**src/rtl/bsf_pkg.sv**
```systemverilog
// Purpose: shared constants and types of the branch and skip flow unit
// Assumes: 16-bit word addressed program counter, 8-bit data
// Notes:   status flag bit order is C Z N V S H T I, bit 0 first
package bsf_pkg;

  // ---------------------------------------------------------------
  // status flag positions
  // ---------------------------------------------------------------
  localparam int FLAG_C = 0;
  localparam int FLAG_Z = 1;
  localparam int FLAG_N = 2;
  localparam int FLAG_V = 3;
  localparam int FLAG_S = 4;
  localparam int FLAG_H = 5;
  localparam int FLAG_T = 6;
  localparam int FLAG_I = 7;

  // ---------------------------------------------------------------
  // reset values
  // ---------------------------------------------------------------
  localparam logic [15:0] PC_RESET    = 16'h0000;
  localparam logic [7:0]  FLAGS_RESET = 8'h00;

  // ---------------------------------------------------------------
  // cycle counts
  // ---------------------------------------------------------------
  localparam logic [2:0] CYC_ONE          = 3'h1;
  localparam logic [2:0] CYC_PTR_JUMP     = 3'h2;
  localparam logic [2:0] CYC_PTR_CALL     = 3'h3;
  localparam logic [2:0] CYC_REL_JUMP     = 3'h2;
  localparam logic [2:0] CYC_REL_CALL     = 3'h3;
  localparam logic [2:0] CYC_DIR_JUMP     = 3'h3;
  localparam logic [2:0] CYC_DIR_CALL     = 3'h4;
  localparam logic [2:0] CYC_BRANCH_TAKEN = 3'h2;
  localparam logic [2:0] CYC_SKIP_ONE     = 3'h2;
  localparam logic [2:0] CYC_SKIP_TWO     = 3'h3;

  // ---------------------------------------------------------------
  // program counter steps
  // ---------------------------------------------------------------
  localparam logic [15:0] PC_STEP_ONE  = 16'h0001;
  localparam logic [15:0] PC_STEP_TWO  = 16'h0002;
  localparam logic [15:0] PC_SKIP_ONE  = 16'h0002;
  localparam logic [15:0] PC_SKIP_TWO  = 16'h0003;

  // ---------------------------------------------------------------
  // operations
  // ---------------------------------------------------------------
  typedef enum logic [4:0] {
    op_none,
    pointer_jump, pointer_call, rel_jump, rel_call, direct_jump,
    direct_call, compare_skip_equal, compare_regs, compare_carry,
    compare_immediate, skip_reg_bit_clear, skip_reg_bit_set,
    skip_io_bit_clear, skip_io_bit_set, branch_flag_set,
    branch_flag_clear, branch_same_or_higher, branch_carry_clear,
    branch_signed_ge, branch_signed_lt, branch_halfcarry_set,
    branch_halfcarry_clear, branch_transfer_set, branch_transfer_clear
  } bsf_op_t;

  typedef struct packed {
    bsf_op_t     op;
    logic [15:0] pc;
    logic [15:0] ptr;
    logic [15:0] target;
    logic [11:0] offset;
    logic [7:0]  rd_val;
    logic [7:0]  rr_val;
    logic [7:0]  imm;
    logic [2:0]  bit_sel;
    logic        io_bit;
    logic        next_two_word;
  } bsf_req_t;

  typedef struct packed {
    logic        valid;
    logic [15:0] addr;
  } bsf_push_t;

endpackage

```
**src/rtl/bsf_flow_unit.sv**
```systemverilog
// Purpose: jump, call, compare, skip and conditional branch execution
// Assumes: operands are read from the register file and I/O space
//          by the caller in the issue cycle, same clock domain
// Notes:   one request in flight; new issue accepted when not busy
//
// What this block does
// - pointer jump loads pc from pointer, two cycles, flags kept
// - pointer call goes to pointer address, three cycles, flags kept
// - compare skip equal adds two or three to pc when equal
// - compare immediate sets Z N V C H from difference, one cycle
// - skip when chosen register bit is zero, one to three cycles
// - skip when chosen register bit is one, one to three cycles
// - skip when addressed I/O bit reads zero, one to three cycles
// - skip when addressed I/O bit reads one, one to three cycles
// - branch adds offset plus one when selected flag is one
// - branch adds offset plus one when selected flag is zero
// - same-or-higher branch taken exactly when carry is zero
// - signed greater-or-equal taken when N xor V is zero
// - signed less-than taken when N xor V is one
// - half-carry-set branch taken when H is one
// - half-carry-clear branch taken when H is zero
// - transfer-set branch taken when T is one
// - transfer-clear branch taken when T is zero
// - carry-clear branch behaves the same as same-or-higher
`timescale 1ns/10ps

module bsf_flow_unit
  import bsf_pkg::*;
#(
  parameter int CNT_W = 3
) (
  input  wire logic        clk,
  input  wire logic        rstn,
  input  wire logic        ce,
  input  wire logic        issue,
  input  wire bsf_req_t    req,
  input  wire logic [7:0]  status_flags_register,
  output logic             busy,
  output logic             done,
  output logic             pc_load,
  output logic [15:0]      pc_out,
  output logic             flags_we,
  output logic [7:0]       flags_out,
  output bsf_push_t        push
);

  // ---------------------------------------------------------------
  // elaboration check
  // ---------------------------------------------------------------
  generate
    if (CNT_W < 3) begin : g_bad_cnt
      $error("CNT_W must hold the longest cycle count");
    end
  endgenerate

  // ---------------------------------------------------------------
  // declarations
  // ---------------------------------------------------------------
  typedef enum logic {st_idle, st_run} bsf_state_t;

  bsf_state_t        state;
  logic [CNT_W-1:0]  remain;
  logic              take;
  logic [15:0]       pc_seq;
  logic [15:0]       pc_rel;
  logic [15:0]       pc_skip;
  logic [7:0]        rr_bits;
  logic              cond;
  logic              skip_hit;
  logic              br_hit;
  logic [7:0]        cmp_a;
  logic [7:0]        cmp_b;
  logic              cmp_cin;
  logic [7:0]        cmp_res;
  logic [7:0]        cmp_flags;
  logic [7:0]        flag_sel;
  logic [15:0]       next_pc;
  logic [CNT_W-1:0]  next_cycles;
  logic              next_flags_we;
  logic [7:0]        next_flags;
  logic              next_push;
  logic [15:0]       next_push_addr;
  logic [15:0]       pc_hold;
  logic              flags_hold;
  logic [7:0]        flags_val;

  assign take = ce && issue && (state == st_idle);

  // ---------------------------------------------------------------
  // address arithmetic
  // ---------------------------------------------------------------
  assign pc_seq  = req.pc + PC_STEP_ONE;
  assign pc_rel  = req.pc + {{4{req.offset[11]}}, req.offset}
                 + PC_STEP_ONE;
  assign pc_skip = req.next_two_word ? (req.pc + PC_SKIP_TWO)
                                     : (req.pc + PC_SKIP_ONE);

  // ---------------------------------------------------------------
  // bit select per bit of the tested register and of the status flags
  // ---------------------------------------------------------------
  genvar gi;
  generate
    for (gi = 0; gi < 8; gi++) begin : g_bit
      assign rr_bits[gi] = req.rr_val[gi]
                        && (req.bit_sel == 3'(gi));
      assign flag_sel[gi] = status_flags_register[gi]
                         && (req.bit_sel == 3'(gi));
    end
  endgenerate

  // ---------------------------------------------------------------
  // compare arithmetic, result discarded
  // ---------------------------------------------------------------
  always_comb begin
    cmp_a   = req.rd_val;
    cmp_b   = (req.op == compare_immediate) ? req.imm : req.rr_val;
    cmp_cin = (req.op == compare_carry)
            ? status_flags_register[FLAG_C] : 1'b0;
  end

  assign cmp_res = cmp_a - cmp_b - {7'h00, cmp_cin};

  always_comb begin
    cmp_flags         = status_flags_register;
    cmp_flags[FLAG_C] = (~cmp_a[7] & cmp_b[7]) | (cmp_b[7] & cmp_res[7])
                      | (cmp_res[7] & ~cmp_a[7]);
    cmp_flags[FLAG_H] = (~cmp_a[3] & cmp_b[3]) | (cmp_b[3] & cmp_res[3])
                      | (cmp_res[3] & ~cmp_a[3]);
    cmp_flags[FLAG_V] = (cmp_a[7] & ~cmp_b[7] & ~cmp_res[7])
                      | (~cmp_a[7] & cmp_b[7] & cmp_res[7]);
    cmp_flags[FLAG_N] = cmp_res[7];
    // compare with carry keeps zero only across a zero chain
    if (req.op == compare_carry) begin
      cmp_flags[FLAG_Z] = (cmp_res == 8'h00)
                        && status_flags_register[FLAG_Z];
    end else begin
      cmp_flags[FLAG_Z] = (cmp_res == 8'h00);
    end
  end

  // ---------------------------------------------------------------
  // skip and branch conditions
  // ---------------------------------------------------------------
  always_comb begin
    skip_hit = 1'b0;
    unique case (req.op)
      compare_skip_equal: skip_hit = (req.rd_val == req.rr_val);
      skip_reg_bit_clear: skip_hit = ~(|rr_bits);
      skip_reg_bit_set:   skip_hit = |rr_bits;
      skip_io_bit_clear:  skip_hit = ~req.io_bit;
      skip_io_bit_set:    skip_hit = req.io_bit;
      default:            skip_hit = 1'b0;
    endcase
  end

  always_comb begin
    cond = 1'b0;
    unique case (req.op)
      branch_flag_set:        cond = |flag_sel;
      branch_flag_clear:      cond = ~(|flag_sel);
      branch_same_or_higher:  cond = ~status_flags_register[FLAG_C];
      branch_carry_clear:     cond = ~status_flags_register[FLAG_C];
      branch_signed_ge:       cond = ~(status_flags_register[FLAG_N]
                                     ^ status_flags_register[FLAG_V]);
      branch_signed_lt:       cond = status_flags_register[FLAG_N]
                                   ^ status_flags_register[FLAG_V];
      branch_halfcarry_set:   cond = status_flags_register[FLAG_H];
      branch_halfcarry_clear: cond = ~status_flags_register[FLAG_H];
      branch_transfer_set:    cond = status_flags_register[FLAG_T];
      branch_transfer_clear:  cond = ~status_flags_register[FLAG_T];
      default:                cond = 1'b0;
    endcase
  end

  assign br_hit = cond;

  // ---------------------------------------------------------------
  // outcome of the request
  // ---------------------------------------------------------------
  always_comb begin
    next_pc        = pc_seq;
    next_cycles    = CNT_W'(CYC_ONE);
    next_flags_we  = 1'b0;
    next_flags     = status_flags_register;
    next_push      = 1'b0;
    next_push_addr = pc_seq;
    unique case (req.op)
      op_none: begin
        next_pc = pc_seq;
      end
      pointer_jump: begin
        next_pc     = req.ptr;
        next_cycles = CNT_W'(CYC_PTR_JUMP);
      end
      pointer_call: begin
        next_pc     = req.ptr;
        next_cycles = CNT_W'(CYC_PTR_CALL);
        next_push   = 1'b1;
      end
      rel_jump: begin
        next_pc     = pc_rel;
        next_cycles = CNT_W'(CYC_REL_JUMP);
      end
      rel_call: begin
        next_pc     = pc_rel;
        next_cycles = CNT_W'(CYC_REL_CALL);
        next_push   = 1'b1;
      end
      direct_jump: begin
        next_pc     = req.target;
        next_cycles = CNT_W'(CYC_DIR_JUMP);
      end
      // two-word call returns past both words
      direct_call: begin
        next_pc        = req.target;
        next_cycles    = CNT_W'(CYC_DIR_CALL);
        next_push      = 1'b1;
        next_push_addr = req.pc + PC_STEP_TWO;
      end
      compare_regs, compare_carry, compare_immediate: begin
        next_flags_we = 1'b1;
        next_flags    = cmp_flags;
      end
      compare_skip_equal, skip_reg_bit_clear, skip_reg_bit_set,
      skip_io_bit_clear, skip_io_bit_set: begin
        if (skip_hit) begin
          next_pc     = pc_skip;
          next_cycles = req.next_two_word ? CNT_W'(CYC_SKIP_TWO)
                                          : CNT_W'(CYC_SKIP_ONE);
        end
      end
      branch_flag_set, branch_flag_clear, branch_same_or_higher,
      branch_carry_clear, branch_signed_ge, branch_signed_lt,
      branch_halfcarry_set, branch_halfcarry_clear,
      branch_transfer_set, branch_transfer_clear: begin
        if (br_hit) begin
          next_pc     = pc_rel;
          next_cycles = CNT_W'(CYC_BRANCH_TAKEN);
        end
      end
      default: next_pc = pc_seq;
    endcase
  end

  // ---------------------------------------------------------------
  // sequencing
  // ---------------------------------------------------------------
  always_ff @(posedge clk or negedge rstn) begin
    if (!rstn) begin
      state  <= st_idle;
      remain <= '0;
      busy   <= 1'b0;
    end else if (ce) begin
      unique case (state)
        st_idle: begin
          if (take) begin
            state  <= st_run;
            remain <= next_cycles;
            busy   <= 1'b1;
          end
        end
        st_run: begin
          remain <= remain - CNT_W'(1);
          if (remain == CNT_W'(1)) begin
            state <= st_idle;
            busy  <= 1'b0;
          end
        end
      endcase
    end
  end

  // ---------------------------------------------------------------
  // completion and pc result
  // ---------------------------------------------------------------
  always_ff @(posedge clk or negedge rstn) begin
    if (!rstn) begin
      pc_hold <= PC_RESET;
    end else if (take) begin
      pc_hold <= next_pc;
    end
  end

  always_ff @(posedge clk or negedge rstn) begin
    if (!rstn) begin
      done    <= 1'b0;
      pc_load <= 1'b0;
      pc_out  <= PC_RESET;
    end else if (ce) begin
      done    <= 1'b0;
      pc_load <= 1'b0;
      if (state == st_run && remain == CNT_W'(1)) begin
        done    <= 1'b1;
        pc_load <= 1'b1;
        pc_out  <= pc_hold;
      end
    end
  end

  // ---------------------------------------------------------------
  // status flags, written only by compares
  // ---------------------------------------------------------------
  always_ff @(posedge clk or negedge rstn) begin
    if (!rstn) begin
      flags_hold <= 1'b0;
      flags_val  <= FLAGS_RESET;
    end else if (take) begin
      flags_hold <= next_flags_we;
      flags_val  <= next_flags;
    end
  end

  always_ff @(posedge clk or negedge rstn) begin
    if (!rstn) begin
      flags_we  <= 1'b0;
      flags_out <= FLAGS_RESET;
    end else if (ce) begin
      flags_we <= 1'b0;
      if (state == st_run && remain == CNT_W'(1) && flags_hold) begin
        flags_we  <= 1'b1;
        flags_out <= flags_val;
      end
    end
  end

  // ---------------------------------------------------------------
  // return address push, one cycle after issue
  // ---------------------------------------------------------------
  // push ahead of pc load
  always_ff @(posedge clk or negedge rstn) begin
    if (!rstn) begin
      push <= '0;
    end else if (ce) begin
      push.valid <= take && next_push;
      if (take && next_push) begin
        push.addr <= next_push_addr;
      end
    end
  end

endmodule

```
**config.mk**
```make
export PLATFORM = sky130hd
export DESIGN_NAME = bsf_flow_unit
export DESIGN_NICKNAME = d
export VERILOG_FILES = /design/src/rtl/bsf_pkg.sv /design/src/rtl/bsf_flow_unit.sv
export SDC_FILE = /design/constraint.sdc
export NUM_CORES = 1
export LEC_CHECK = 0
export ABC_AREA = 1
export BUFFER_PORTS_ARGS = -buffer_cell sky130_fd_sc_hd__buf_2
export CAP_MARGIN = 30
export CORE_UTILIZATION = 55
export DETAILED_ROUTE_END_ITERATION = 6
export PLACE_DENSITY = 0.89
export SLEW_MARGIN = 30
export SYNTH_ARGS = -nofsm -noshare
export SYNTH_HDL_FRONTEND = slang
export SYNTH_SLANG_ARGS = --single-unit
```
**constraint.sdc**
```tcl
create_clock -name clk -period 4.8 [get_ports clk]
set_input_delay 0.96 -clock clk [delete_from_list [all_inputs] [get_ports clk]]
set_output_delay 0.96 -clock clk [all_outputs]
set_load 0.02 [all_outputs]
```
==> reports/results.tsv <==
metric	value	unit
run status	completed	
Overflow after GRT	0	
Max Cap Viol	0	
Gate Count Post-Synth	1096	
clk root buf	clkbuf_16	
gp weighted congestion	0.980	
Post-synth EDFFs	0	
Die X-Extent	113	µm
die height	113	µm
# rows	40	
Ys Warns	0	
CTS-repair resized insts	0	
Initial Utilization	56.6	%
router iterations before antenna repair	5	
wire per inst	15.0	µm
CP Data Required Time	5.00	ns
cts hold-fix bufs	0	
total wire length	20800	µm
sequential element share of the synthesized area	26.9	%
utilization after layout	65.6	%
Pwr Density	355	nW/µm²
io pins	151	
Die Area	12800	µm²
Placeable Area	12000	µm²
vias in the first global route	6968	
ant diodes	0	
clk_lat worst skew	0.32	ns
min Tclk post-route	3.77	ns
Worst VDD drop	0.254	mV
DRC	0	
Hold Fails Final Rpt	0	
Slew @ Worst Pin	0.802	ns
dpl hpwl	16600	µm
Post-DRT Antenna Nets	0	
Clock Sinks	73	
nets	1375	
Initial DRC Count	776	
Peak Freq	265	MHz
LEAKAGE	4.53	nW
CTS tree	yes	
Final TNS setup	0	ns
CTS max path bufs	2	
CP Capture Type	flip-flop	
Data arrival, critical path	3.97	ns
Relative slew margins	46.4	%
setup bufs post-CTS	0	
synth unique cells	36	
placed cells	1367	
worst hold-check path type	reg -> reg	
commonest non-fill, non-tap cell in the layout	nand2_1	
final setup violating endpoints	0	
DR vias/cell	5.51	
synthesis-to-finish area growth	16.1	%
Worst Setup Start Kind	input pin	
fraction of registers with async set/reset	100	%
Synthesized Nets	1240	
layout cells sized above 1	14.7	%
CTS buffer count	9	
post-synthesis register bit count	73	
Post-Syn Area	6790	µm²
CTS H-tree depth	3	
worst clock skew	0.00331	ns
max-slew violation count	0	
total track usage	33.7	%
number of port buffers	150	
Reg clk slew, reported paths	0.05	ns
antenna violations before repair	0	
synthesized area per cell	6.20	µm²
global-route wire length before repair	34000	µm
fin crit share	78.6	%
most frequent cells in the layout	nand2_1 (346), inv_1 (156), buf_2 (149), nor2_1 (127), nand3_1 (77)	
non-filler cells, final	1381	
routed via count	7609	
critical path type	in -> reg	
CP max FO	15	
ys flop type	dfrtp_1	
RSZ-0062 raised after global routing	no	
largest net degree at the start of global routing	44	
## per-layer routing
metal / GRT usage [%] / wire length [µm] / vias up
met2: 52.4 / 9000 / 364
li1: - / - / 3789
met4: 14.3 / 701 / 0
met1: 47.5 / 9360 / 3403
met3: 3.75 / 1700 / 53
met5: 0 / 0 / -
## critical path, cell delays in order
cell and delay (ns):
buf_2 0.11, inv_1 0.07, nor3_1 0.33, nand2_1 0.40, nor2_1 0.20, a21oi_1 0.09
fa_1 0.47, fa_1 0.40, nand2_1 0.10, nand2_1 0.06, nand2_1 0.09, a21oi_1 0.07
inv_1 0.05, a21oi_1 0.07, or2_2 0.27, nand4_1 0.13, o211ai_1 0.10
## final timing paths
path                       cells after the start  slack [ns]       start            to
setup / recovery                              17        1.03     req[90]  flags_val[1]
hold / removal                                 2        0.47  pc_hold[2]     pc_out[2]
setup reg to reg                               6        2.05   remain[1]  flags_out[3]
hold reg to reg                                2        0.47  pc_hold[2]     pc_out[2]
max in group asynchronous                      2        3.41        rstn      push[12]
min in group asynchronous                      1        0.61        rstn  flags_out[4]
## metrics by stage
stage	hold WS [ns]	power (mW)	instance area (µm²)	setup WS, ns
2_1_floorplan	0.443	1.80	6790	1.26
3_3_place_gp	0.451	2.15	7620	0.801
3_5_place_dp	0.454	2.20	7620	0.734
4_1_cts	0.466	2.80	7880	1.08
5_1_grt	0.493	3.00	7890	0.768
6_report	0.466	2.80	7890	1.03
## cell type report
class                           instances  area (µm²)
Timing Repair Buffer                  157         806
Fill cell                            1145        4130
Tap cell                              147         184
Multi-Input combinational cell        834        4220
Inverter                              156         586
Sequential cell                        73        1830
Clock buffer                           14         264
## Yosys cell counts (6+ instances only)
library cell  count  area (µm²)
a31oi_1          10        62.6
a21oi_1          48         240
nand3b_1          8        60.1
xnor2_1           7        61.3
nand4_1          35         219
o21ai_0          68         340
mux2_2            6        67.6
dfrtp_1          73        1830
a22o_1           10        87.6
buf_2            12        60.1
nand2_1         346        1300
nor2_1          128         480
xor2_1           24         210
inv_1           156         586
clkbuf_1         15        56.3
ha_1             35         438
nand3_1          77         385
## cell families (layout without fill, tap and decap cells)
logic type	Yosys count	after routing	share of synthesized area, %
DFF	73	73	26.9
buffers and inverters	189	327	11.0
muxes	6	6	0.994
adders and majority gates	38	38	7.33
AOI/OAI and AO/OA	152	152	12.5
xor gates and xnor gates	31	31	4.00
and+or+nand+nor	607	607	37.3
## flip-flops by register name (all words and copies together) (netlist names)
name	count
pc_load	1
flags_val	8
flags_we	1
remain	3
flags_out	8
flags_hold	1
busy	1
pc_hold	16
state	1
pc_out	16
push	17
## power by group
part | switching, mW | total, mW | internal, mW | leakage [nW]
clock | 0.221 | 0.593 | 0.372 | 0.129
combinational | 0.760 | 1.18 | 0.425 | 3.49
sequential | 0.142 | 1.02 | 0.878 | 0.913
total | 1.12 | 2.80 | 1.68 | 4.53
Note: power is estimated with default switching activity, not from simulation.
